`src/hw/filter_cal_otp_defines.vh`:
```
// register offsets, field positions, reset values and timing for the calibration/fuse status bank
// assumes a 125 MHz clock when the burn time is turned into a cycle count
`ifndef FILTER_CAL_OTP_DEFINES_VH
`define FILTER_CAL_OTP_DEFINES_VH

// register offsets (serial port register index)
`define ADDR_GENERAL_CONFIG 6'h01
`define ADDR_CAL_STROBE 6'h04
`define ADDR_CAL_STATUS 6'h08
`define ADDR_CAL_COUNT 6'h09
`define ADDR_FUSE_VALUES 6'h0A
`define ADDR_FUSE_WRITE_ENABLE 6'h0B
`define ADDR_FUSE_BIT_ADDRESS 6'h0C
`define ADDR_FUSE_WRITE_STROBE 6'h0D
`define ADDR_SELFTEST_ENABLE 6'h0E
`define ADDR_SELFTEST_RESULT 6'h0F

// calibration status fields
`define STAT_FINE_LSB 0
`define STAT_CAL_BUSY_BIT 4
`define STAT_FUSE_BUSY_BIT 5
`define FINE_CODE_MAX 4'hB

// fuse readback fields
`define FUSE_FINE_LSB 0
`define FUSE_COARSE_LO_LSB 4
`define FUSE_GAIN_BIT 7
`define FUSE_BYPASS_BIT 8
`define FUSE_AMP_BIAS_LSB 9
`define FUSE_DRV_BIAS_LSB 11
`define FUSE_PRG_FLAG_BIT 13
`define FUSE_COARSE_MSB_BIT 14
`define FUSE_RESERVED_BIT 15

// self-test result fields
`define SELFTEST_PENDING_BIT 16

// enable bit position in the enable registers
`define ENABLE_BIT 0

// reset values
`define RESET_WORD 24'h000000
`define RESET_CRC 16'h0000
`define RESET_FINE 4'h0

// level forced on general-config bit 0 while the fuse bank is unprogrammed
`define UNPROG_CFG_BIT0 1'b1

// timing
`define CLOCK_PERIOD_PS 8000
`define FUSE_BURN_TIME_NS 1000
`define FUSE_BURN_CYCLES ((`FUSE_BURN_TIME_NS * 1000 + `CLOCK_PERIOD_PS - 1) / `CLOCK_PERIOD_PS)

`endif

```
`src/hw/filter_cal_otp_status_regs.v`:
```
// status, fuse and self-test register bank of the dual low-pass filter control logic
// assumes the serial port front end delivers decoded one-cycle read/write strobes with index and data,
// and that the calibration engine and fuse array report through plain synchronous inputs
//
// Overview of operation
// - status bits [3:0] show calibrated fine code
// - status bits 4/5 flag calibration/fuse burn busy
// - count register returns raw 24-bit calibration counter
// - fuse readback [3:0] holds stored fine code
// - fuse readback holds stored settings copies
// - stored coarse MSB at bit 14, 15 reserved
// - stored settings used only when programmed-flag set
// - unprogrammed flag overrides general config bit 0
// - write to 0Dh burns the addressed fuse when 0Bh enables it and no burn runs
// - self-test result holds 16-bit CRC, resets zero
// - pending flag marks CRC invalid until done
// - write to 04h starts calibration or self-test
// - software fine code used only when forced
`timescale 1ns/1ps
`include "filter_cal_otp_defines.vh"

module filter_cal_otp_status_regs #(
  parameter ADDR_WIDTH = 6,
  parameter DATA_WIDTH = 24,
  parameter FUSE_BURN_CYCLES = `FUSE_BURN_CYCLES
) (
  // clock and reset
  input wire clock_i,
  input wire rstn_i,
  // decoded register access from the serial port
  input wire reg_write_i,
  input wire reg_read_i,
  input wire [ADDR_WIDTH-1:0] reg_addr_i,
  input wire [DATA_WIDTH-1:0] reg_wdata_i,
  output reg [DATA_WIDTH-1:0] reg_rdata_o,
  output reg reg_rvalid_o,
  // lower register fields supplied by the rest of the map
  input wire cfg_bit0_i,
  input wire force_cal_code_i,
  input wire [3:0] sw_fine_code_i,
  input wire [1:0] sw_amp_bias_i,
  input wire [1:0] sw_drv_bias_i,
  input wire sw_gain_select_i,
  input wire sw_bypass_i,
  input wire [3:0] sw_coarse_code_i,
  // calibration engine
  output reg cal_start_o,
  output reg selftest_start_o,
  input wire cal_done_i,
  input wire [3:0] cal_fine_code_i,
  input wire [23:0] cal_count_i,
  input wire selftest_done_i,
  input wire [15:0] selftest_crc_i,
  // fuse array
  input wire [15:0] fuse_bits_i,
  output reg fuse_burn_o,
  output reg [3:0] fuse_burn_index_o,
  // settings in effect
  output reg cfg_bit0_eff_o,
  output reg [3:0] fine_code_eff_o,
  output reg [1:0] amp_bias_eff_o,
  output reg [1:0] drv_bias_eff_o,
  output reg gain_select_eff_o,
  output reg bypass_eff_o,
  output reg [3:0] coarse_code_eff_o
);

  localparam BURN_IDLE = 2'b01;
  localparam BURN_RUN = 2'b10;
  localparam CNT_W = 16;

  reg [3:0] cal_fine_code;
  reg cal_busy;
  reg fuse_burn_active_flag;
  reg [23:0] cal_count;
  reg fuse_program_enable;
  reg [3:0] fuse_bit_address;
  reg selftest_mode_enable;
  reg [15:0] selftest_signature;
  reg selftest_pending_flag;
  reg [1:0] burn_state;
  reg [CNT_W-1:0] burn_count;
  reg [DATA_WIDTH-1:0] next_rdata;

  wire [15:0] fuse_view;
  wire prg_flag;
  wire wr_strobe_cal;
  wire wr_strobe_fuse;
  wire burn_accept;
  wire wr_fuse_enable;
  wire wr_fuse_address;
  wire wr_selftest_enable;
  wire [3:0] stored_fine_code;
  wire [3:0] stored_coarse_code;
  wire stored_gain_select;
  wire stored_bypass;
  wire [1:0] stored_amp_bias;
  wire [1:0] stored_drv_bias;

  function is_write;
    input [ADDR_WIDTH-1:0] addr;
    input [ADDR_WIDTH-1:0] target;
    begin
      is_write = reg_write_i && (addr == target);
    end
  endfunction

  function [3:0] clip_fine_code;
    input [3:0] code;
    begin
      if (code > `FINE_CODE_MAX) begin
        clip_fine_code = `FINE_CODE_MAX;
      end else begin
        clip_fine_code = code;
      end
    end
  endfunction

  // reserved bit 15 never shows a stored value
  assign fuse_view = {1'b0, fuse_bits_i[14:0]};
  assign prg_flag = fuse_bits_i[`FUSE_PRG_FLAG_BIT];
  assign wr_strobe_cal = is_write(reg_addr_i, `ADDR_CAL_STROBE);
  assign wr_strobe_fuse = is_write(reg_addr_i, `ADDR_FUSE_WRITE_STROBE);
  // burn accepted only when enabled and not already burning
  assign burn_accept = wr_strobe_fuse && fuse_program_enable && (burn_state == BURN_IDLE);
  assign wr_fuse_enable = is_write(reg_addr_i, `ADDR_FUSE_WRITE_ENABLE);
  assign wr_fuse_address = is_write(reg_addr_i, `ADDR_FUSE_BIT_ADDRESS);
  assign wr_selftest_enable = is_write(reg_addr_i, `ADDR_SELFTEST_ENABLE);
  // stored settings as laid out in the fuse word
  assign stored_fine_code = fuse_view[`FUSE_FINE_LSB +: 4];
  assign stored_coarse_code = {fuse_view[`FUSE_COARSE_MSB_BIT], fuse_view[`FUSE_COARSE_LO_LSB +: 3]};
  assign stored_gain_select = fuse_view[`FUSE_GAIN_BIT];
  assign stored_bypass = fuse_view[`FUSE_BYPASS_BIT];
  assign stored_amp_bias = fuse_view[`FUSE_AMP_BIAS_LSB +: 2];
  assign stored_drv_bias = fuse_view[`FUSE_DRV_BIAS_LSB +: 2];

  // writable control registers
  always @(posedge clock_i or negedge rstn_i) begin
    if (!rstn_i) begin
      fuse_program_enable <= 1'b0;
      fuse_bit_address <= 4'h0;
      selftest_mode_enable <= 1'b0;
    end else begin
      if (wr_fuse_enable) begin
        fuse_program_enable <= reg_wdata_i[`ENABLE_BIT];
      end
      if (wr_fuse_address) begin
        fuse_bit_address <= reg_wdata_i[3:0];
      end
      if (wr_selftest_enable) begin
        selftest_mode_enable <= reg_wdata_i[`ENABLE_BIT];
      end
    end
  end

  // calibration and self-test start, busy and results
  always @(posedge clock_i or negedge rstn_i) begin
    if (!rstn_i) begin
      cal_start_o <= 1'b0;
      selftest_start_o <= 1'b0;
      cal_busy <= 1'b0;
      cal_fine_code <= `RESET_FINE;
      cal_count <= `RESET_WORD;
      selftest_signature <= `RESET_CRC;
      selftest_pending_flag <= 1'b0;
    end else begin
      cal_start_o <= wr_strobe_cal && !selftest_mode_enable;
      selftest_start_o <= wr_strobe_cal && selftest_mode_enable;
      if (cal_done_i && !selftest_pending_flag) begin
        cal_fine_code <= clip_fine_code(cal_fine_code_i);
        cal_count <= cal_count_i;
      end
      // a new start wins over a completion in the same cycle
      if (wr_strobe_cal && !selftest_mode_enable) begin
        cal_busy <= 1'b1;
      end else if (cal_done_i) begin
        cal_busy <= 1'b0;
      end
      if (selftest_done_i && selftest_pending_flag) begin
        selftest_signature <= selftest_crc_i;
      end
      if (wr_strobe_cal && selftest_mode_enable) begin
        selftest_pending_flag <= 1'b1;
      end else if (selftest_done_i) begin
        selftest_pending_flag <= 1'b0;
      end
    end
  end

  // fuse burn sequencer
  always @(posedge clock_i or negedge rstn_i) begin
    if (!rstn_i) begin
      burn_state <= BURN_IDLE;
      burn_count <= {CNT_W{1'b0}};
      fuse_burn_o <= 1'b0;
      fuse_burn_index_o <= 4'h0;
      fuse_burn_active_flag <= 1'b0;
    end else begin
      case (burn_state)
        BURN_IDLE: begin
          if (burn_accept) begin
            burn_state <= BURN_RUN;
            burn_count <= FUSE_BURN_CYCLES[CNT_W-1:0] - 1'b1;
            fuse_burn_o <= 1'b1;
            fuse_burn_index_o <= fuse_bit_address;
            fuse_burn_active_flag <= 1'b1;
          end
        end
        BURN_RUN: begin
          if (burn_count == {CNT_W{1'b0}}) begin
            burn_state <= BURN_IDLE;
            fuse_burn_o <= 1'b0;
            fuse_burn_active_flag <= 1'b0;
          end else begin
            burn_count <= burn_count - 1'b1;
          end
        end
        default: begin
          burn_state <= BURN_IDLE;
          fuse_burn_o <= 1'b0;
          fuse_burn_active_flag <= 1'b0;
        end
      endcase
    end
  end

  // settings in effect
  always @(posedge clock_i or negedge rstn_i) begin
    if (!rstn_i) begin
      cfg_bit0_eff_o <= `UNPROG_CFG_BIT0;
      fine_code_eff_o <= `RESET_FINE;
      amp_bias_eff_o <= 2'h0;
      drv_bias_eff_o <= 2'h0;
      gain_select_eff_o <= 1'b0;
      bypass_eff_o <= 1'b0;
      coarse_code_eff_o <= 4'h0;
    end else begin
      cfg_bit0_eff_o <= prg_flag ? cfg_bit0_i : `UNPROG_CFG_BIT0;
      if (force_cal_code_i) begin
        fine_code_eff_o <= sw_fine_code_i;
      end else if (prg_flag) begin
        fine_code_eff_o <= stored_fine_code;
      end else begin
        fine_code_eff_o <= cal_fine_code;
      end
      if (prg_flag) begin
        amp_bias_eff_o <= stored_amp_bias;
        drv_bias_eff_o <= stored_drv_bias;
        gain_select_eff_o <= stored_gain_select;
        bypass_eff_o <= stored_bypass;
        coarse_code_eff_o <= stored_coarse_code;
      end else begin
        amp_bias_eff_o <= sw_amp_bias_i;
        drv_bias_eff_o <= sw_drv_bias_i;
        gain_select_eff_o <= sw_gain_select_i;
        bypass_eff_o <= sw_bypass_i;
        coarse_code_eff_o <= sw_coarse_code_i;
      end
    end
  end

  // read multiplexer
  always @* begin
    next_rdata = {DATA_WIDTH{1'b0}};
    case (reg_addr_i)
      `ADDR_CAL_STATUS: begin
        next_rdata[`STAT_FINE_LSB +: 4] = cal_fine_code;
        next_rdata[`STAT_CAL_BUSY_BIT] = cal_busy;
        next_rdata[`STAT_FUSE_BUSY_BIT] = fuse_burn_active_flag;
      end
      `ADDR_CAL_COUNT: begin
        next_rdata[23:0] = cal_count;
      end
      `ADDR_FUSE_VALUES: begin
        next_rdata[15:0] = fuse_view;
      end
      `ADDR_FUSE_WRITE_ENABLE: begin
        next_rdata[`ENABLE_BIT] = fuse_program_enable;
      end
      `ADDR_FUSE_BIT_ADDRESS: begin
        next_rdata[3:0] = fuse_bit_address;
      end
      `ADDR_SELFTEST_ENABLE: begin
        next_rdata[`ENABLE_BIT] = selftest_mode_enable;
      end
      `ADDR_SELFTEST_RESULT: begin
        next_rdata[15:0] = selftest_signature;
        next_rdata[`SELFTEST_PENDING_BIT] = selftest_pending_flag;
      end
      default: begin
        next_rdata = {DATA_WIDTH{1'b0}};
      end
    endcase
  end

  always @(posedge clock_i or negedge rstn_i) begin
    if (!rstn_i) begin
      reg_rdata_o <= {DATA_WIDTH{1'b0}};
      reg_rvalid_o <= 1'b0;
    end else begin
      reg_rvalid_o <= reg_read_i;
      if (reg_read_i) begin
        reg_rdata_o <= next_rdata;
      end
    end
  end

endmodule

```
`config.mk`:
```
export PLATFORM = sky130hd
export DESIGN_NAME = filter_cal_otp_status_regs
export DESIGN_NICKNAME = d
export VERILOG_FILES = /design/src/hw/filter_cal_otp_status_regs.v
export VERILOG_INCLUDE_DIRS = /design/src /design/src/hw
export SDC_FILE = /design/constraint.sdc
export NUM_CORES = 1
export LEC_CHECK = 0
export ABC_AREA = 1
export BUFFER_PORTS_ARGS = -buffer_cell sky130_fd_sc_hd__buf_2
export CAP_MARGIN = 30
export CORE_ASPECT_RATIO = 1.1
export CORE_UTILIZATION = 55
export CTS_CLUSTER_SIZE = 14
export DETAILED_ROUTE_END_ITERATION = 10
export PLACE_DENSITY = 0.85
export SLEW_MARGIN = 5
export SYNTH_ARGS = -nofsm -noshare
export SYNTH_HDL_FRONTEND = slang
export SYNTH_SLANG_ARGS = --single-unit
```
`constraint.sdc`:
```
create_clock -name clock_i -period 3 [get_ports clock_i]
set_clock_uncertainty 0.2 [all_clocks]
set_input_delay 0.6 -clock clock_i [delete_from_list [all_inputs] [get_ports clock_i]]
set_output_delay 0.6 -clock clock_i [all_outputs]
set_load 0.005 [all_outputs]
```
Word-level counts from Yosys, hierarchy flattened
Index checks and enable logic that the tools add are counted.
{"block": "op_classes", "mux": 28, "reduce_logical": 20, "eq_ne": 14, "order_cmp": 1, "add_sub_neg": 1}
{"operator": "$eq A6 B4 Y1 const B", "n": 8}
{"operator": "$mux W16", "n": 2}
{"operator": "$pmux W16 S2", "n": 1}
{"operator": "$pmux W10 S3", "n": 1}
{"operator": "$logic_not A16 Y1", "n": 1}
{"operator": "$mux W4", "n": 4}
{"operator": "$sub A16 B1 Y16 const B", "n": 1}
{"operator": "$pmux W3 S5", "n": 1}
{"operator": "$logic_and A1 B1 Y1", "n": 11}
{"operator": "$mux W1", "n": 9}
{"operator": "$mux W2", "n": 4}
{"operator": "$pmux W2 S4", "n": 1}
{"operator": "$mux W7", "n": 1}
{"operator": "$pmux W1 S7", "n": 1}
{"operator": "$eq A6 B3 Y1 const B", "n": 1}
{"operator": "$ne A2 B2 Y1 const B", "n": 3}
{"operator": "$reduce_bool A2 Y1", "n": 3}
{"operator": "$gt A4 B4 Y1 const B", "n": 1}
{"operator": "$pmux W1 S2", "n": 2}
{"operator": "$pmux W2 S2", "n": 1}
{"operator": "$reduce_and A2 Y1", "n": 2}
{"operator": "$reduce_and A3 Y1", "n": 1}
{"operator": "$eq A2 B1 Y1 const B", "n": 1}
{"operator": "$eq A2 B2 Y1 const B", "n": 1}
{"operator": "$logic_not A1 Y1", "n": 2}
{"block": "totals", "output_inout_bits": 47, "in_bits": 112, "regBits": 117, "wordCells": 87}

Logic depth before layout (Yosys ltp)
{"block": "depth", "depth_word": 6, "depth_mapped": 10, "ltp_nobuf": 9}

Least setup slack after synthesis
OpenSTA, ideal clock, no wires.
{"block": "synth_timing", "path_type": "input -> register", "from": "input port reg_addr_i[5]", "to": "register reg_rdata_o[13]", "n_path_buf": 1, "path_stages": 8, "path_slack_ps": 1264, "t_required_ps": 2734, "arrival_ps": 1470, "setup_time_ps": 66, "path_cell_list": "nor2_2 > nand2_2 > nor2_2 > buf_4 > nand2_1 > o211ai_1 > nand2_1 > nand2_1"}
{"block": "synth_between", "elab_chain_cells": 2, "elab_cells_between_ends": 4, "classes_between": "3 x eq/ne; 1 x mux"}
{"element": "start, declared", "line": "filter_cal_otp_status_regs.v:33", "source": "input wire [ADDR_WIDTH-1:0] reg_addr_i,"}
{"element": "$eq A6 B4 Y1", "line": "filter_cal_otp_status_regs.v:265", "source": "case (reg_addr_i)"}
{"element": "$pmux W10 S3 (*)", "line": "filter_cal_otp_status_regs.v:265"}
{"element": "end signal, assigned", "line": "filter_cal_otp_status_regs.v:298", "source": "reg_rdata_o <= {DATA_WIDTH{1'b0}};"}
{"element": "end signal, assigned", "line": "filter_cal_otp_status_regs.v:303", "source": "reg_rdata_o <= next_rdata;"}
{"element": "end, declared", "line": "filter_cal_otp_status_regs.v:35", "source": "output reg [DATA_WIDTH-1:0] reg_rdata_o,"}
Mark *: on every way between the ends. The rest lies on a longest branch, timed or not.
A chain may end at the register's enable or synchronous reset.

Worst setup path after layout
{"block": "layout_timing", "from": "register burn_count[0]", "to": "register burn_count[13]"}
{"block": "layout_between", "elab_chain_cells": 3, "elab_cells_between_ends": 6, "classes_between": "1 x add/sub; 1 x eq/ne; 2 x mux; 2 x reduce/logical"}
{"element": "start, declared", "line": "filter_cal_otp_status_regs.v:82", "source": "reg [CNT_W-1:0] burn_count;"}
{"element": "start signal, assigned", "line": "filter_cal_otp_status_regs.v:194", "source": "burn_count <= {CNT_W{1'b0}};"}
{"element": "start signal, assigned", "line": "filter_cal_otp_status_regs.v:203", "source": "burn_count <= FUSE_BURN_CYCLES[CNT_W-1:0] - 1'b1;"}
{"element": "start signal, assigned", "line": "filter_cal_otp_status_regs.v:215", "source": "burn_count <= burn_count - 1'b1;"}
{"element": "$sub A16 B1 Y16 or $logic_not A16 Y1 (tied branches)", "line": "filter_cal_otp_status_regs.v:215, filter_cal_otp_status_regs.v:210"}
{"element": "$mux W16 or $ne A2 B2 Y1 (tied branches)"}
{"element": "$pmux W16 S2 or $reduce_and A3 Y1 (tied branches)"}
Parallel ways exist; a longest one is shown, timed or not. The select of a mux whose other input is x is not followed.

==> impl_results.md <==
* H-tree Lvls at 4
* Congestion Overflow GR at 0
* Chip height at 105 um
* Gp weighted congestion at 0.832
* Sequential Power Share at 42.2%
* Syn. warnings at 0
* Die X at 95.5 um
* Initial Utilization at 56.6%
* Gate power share at 7.7%
* Top FF cell, synth: dfrtp_1
* Clock transition at the registers of the reported paths at 0.06 ns
* IO buf count at 137
* Tcrit/Tclk final at 69.9%
* DRC viols at 0
* Post-Synthesis Net Count at 766
* Cell Area, Placed at 6100 sq um
* CTS Hold Bufs at 1
* Crit Path Class: reg -> reg
* CP Data Required Time at 3.17 ns
* Slew @ Worst Pin at 0.786 ns
* Placement Rows at 37
* Hold WC Path Type: in -> reg
* Status: completed
* Slew headroom at 47.3%
* Via count at 4969
* Sw Pwr at 0.962 mW
* CP Capture Type: flip-flop
* CTS Root Cell: clkbuf_8
* Number of buffers inserted during clock tree synthesis at 17
* HPWL after DPL at 9430 um
* RSZ-0062 raised after global routing: false
* Max clock buf depth at 2
* Switching share of power at 23.7%
* Max Cap Viol at 0
* DR iter-0 viols at 303
* Setup TNS at 0 ns
* Post-route ant nets at 0
* Io pins at 159
* Syn avg cell area at 8.10 sq um
* Final Hold Viols at 0
* Post-synthesis async set-or-reset flop share at 100%
* Pre-Repair DR Iteration Count at 5
* TritonCTS Sinks at 116
* Synth top area cells: dfrtp_1 54%, nand2_1 21%, nor2_1 4.0%, nand3_1 3.4%, mux2_2 3.4%
* Post-Syn Area at 5290 sq um
* Cell variety after synth at 30
* Final setup fails at 0
* Die area at 10000 sq um
* Yosys top cell area share at 53.9%
* Diode count at 0
* Pleak at 3.73 nW
* Post-Synthesis Cells at 653
* Total GRT Usage at 29.7%
* Highest clock rate at 477 MHz
* Cell-internal power at 3.10 mW
* Post-route cell area at 6710 sq um
* Period minus WS final at 2.10 ns
* Final slew viol count at 0
* Synth Register Bits at 116
* Crit Path Max Fanout at 19
* Clock share of power at 50.1%
* Peak VDD IR at 0.000383 V
* Vias in the first global route at 4828
* Startpoint types: flip-flop
* EDFF count, synth at 0
* Post-CTS Setup Inserts at 0
* Post-CTS sizing at 0
* CP Data Arrival Time at 2.27 ns
* Total Wirelength at 13900 um
* Core ar. at 9350 sq um
* Area leader, netlist: dfrtp_1
* Largest net degree at the start of global routing at 49
* First-pass GRT wire length at 22300 um
* Final #Nets at 912
* Worst hold margin at 0.0701 ns
* WL/cell at 14.9 um
* FILL cells at 699
* Share of cells above drive strength 1 at 25.7%
* Initial antenna violation count at 0
* Layout area overhead at 26.8%
* Cell Pwr Density at 605 nW/um^2
* Routed vias/inst at 5.35
* CTS tree: yes
* Seq/Total Area, Yosys at 54.9%
* Worst-Skew Late Latency at 0.53 ns
## cell usage in the layout, fill, tap and decap left out, drive strengths merged, types with 3 or more instances in the layout
| master | count |
|---|---|
| o211ai | 4 |
| clkinvlp | 3 |
| clkbuf | 20 |
| o21ai | 27 |
| inv | 42 |
| buf | 145 |
| bufinv | 3 |
| nand2 | 295 |
| a21oi | 19 |
| nor2 | 64 |
| clkinv | 7 |
| xor2 | 4 |
| nand3 | 36 |
| dfrtp | 114 |
| mux2 | 16 |
## cells by family (layout without fill, tap and decap cells)
family	after synthesis	in the layout	synth area share (%)
buffers and inverters	62	221	4.92
muxes	16	16	3.41
and+or+nand+nor	400	400	30.2
DFF	116	116	54.9
adders and majority gates	1	1	0.237
AOI/OAI and AO/OA	54	54	5.65
xor gates and xnor gates	4	4	0.662
## synth_stat cells, drive strengths merged, types with 4 or more instances
library cell  count
nand3            36
mux2             16
o211ai            4
o21ai            27
clkbuf           10
buf               9
a21oi            19
inv              41
nor2             64
nand2           295
xor2              4
dfrtp           114
## final cells by class
cell class,instances,area [sq um],share of cell area [%]
multi-input cells,475,2120,31.7
well taps,117,146,2.18
clock inverters,12,154,2.29
inverters,43,161,2.41
clock buffers,20,445,6.64
flip-flops and latches,116,2910,43.3
repair buffers,146,771,11.5
## path summary, 6_finish.rpt
path                                           from                endpoint  slack (ns)  cells past startpoint
worst min-delay path            sw_coarse_code_i[3]    coarse_code_eff_o[3]        0.07                      3
worst min register to register      reg_rdata_o[19]         reg_rdata_o[19]        0.27                      2
max in group asynchronous                    rstn_i  selftest_signature[10]        1.42                      3
min in group asynchronous                    rstn_i          burn_count[13]        0.44                      2
worst max-delay path                  burn_count[0]          burn_count[13]        0.90                      7
worst max register to register        burn_count[0]          burn_count[13]        0.90                      7
## worst max-delay path, cell delays in order, from the launching register on
cell and delay (ns):
dfrtp_1 0.39, inv_1 0.10, ha_1 0.25, nand2_2 0.11
nor2_2 0.13, nand2_2 0.10, a21oi_4 0.42, o21ai_0 0.23
## power by group through the flow
stage / Clock [mW] / Combinational, mW / Sequential (mW)
floorplan: 0 / 0.138 / 1.73
global placement: 0 / 0.295 / 1.74
detailed placement: 0 / 0.308 / 1.74
CTS: 2.05 / 0.314 / 1.71
global route: 2.12 / 0.351 / 1.73
finish: 2.03 / 0.312 / 1.71
## flip-flops by register name (all words and copies together) (netlist names), 2 cells and up
signal,flops
fine_code_eff_o,4
reg_rdata_o,24
selftest_signature,16
fuse_bit_address,4
cal_fine_code,4
coarse_code_eff_o,4
burn_count,16
drv_bias_eff_o,2
amp_bias_eff_o,2
cal_count,24
fuse_burn_index_o,4
## layer usage
| layer | vias up | routed length [um] | part of all wire, % | GRT usage [%] |
|---|---|---|---|---|
| met2 | 238 | 6780 | 49 | 47.0 |
| met1 | 2332 | 5420 | 39 | 36.3 |
| li1 | 2346 | - | - | - |
| met5 | - | 0 | 0 | 0 |
| met4 | 0 | 610 | 4.4 | 17.0 |
| met3 | 53 | 1050 | 7.6 | 7.86 |
## stage by stage
step | utilization [%] | setup WS [ns] | cells | total power, mW
floorplan | - | 1.26 | 653 | 1.87
global placement | 65.2 | 0.722 | 896 | 2.03
detailed placement | 65.2 | 0.679 | 896 | 2.05
CTS | 71.7 | 0.944 | 929 | 4.07
global route | 71.7 | 0.815 | 929 | 4.20
finish | 71.7 | 0.902 | 929 | 4.06
Power figures use the tool's default switching activity.
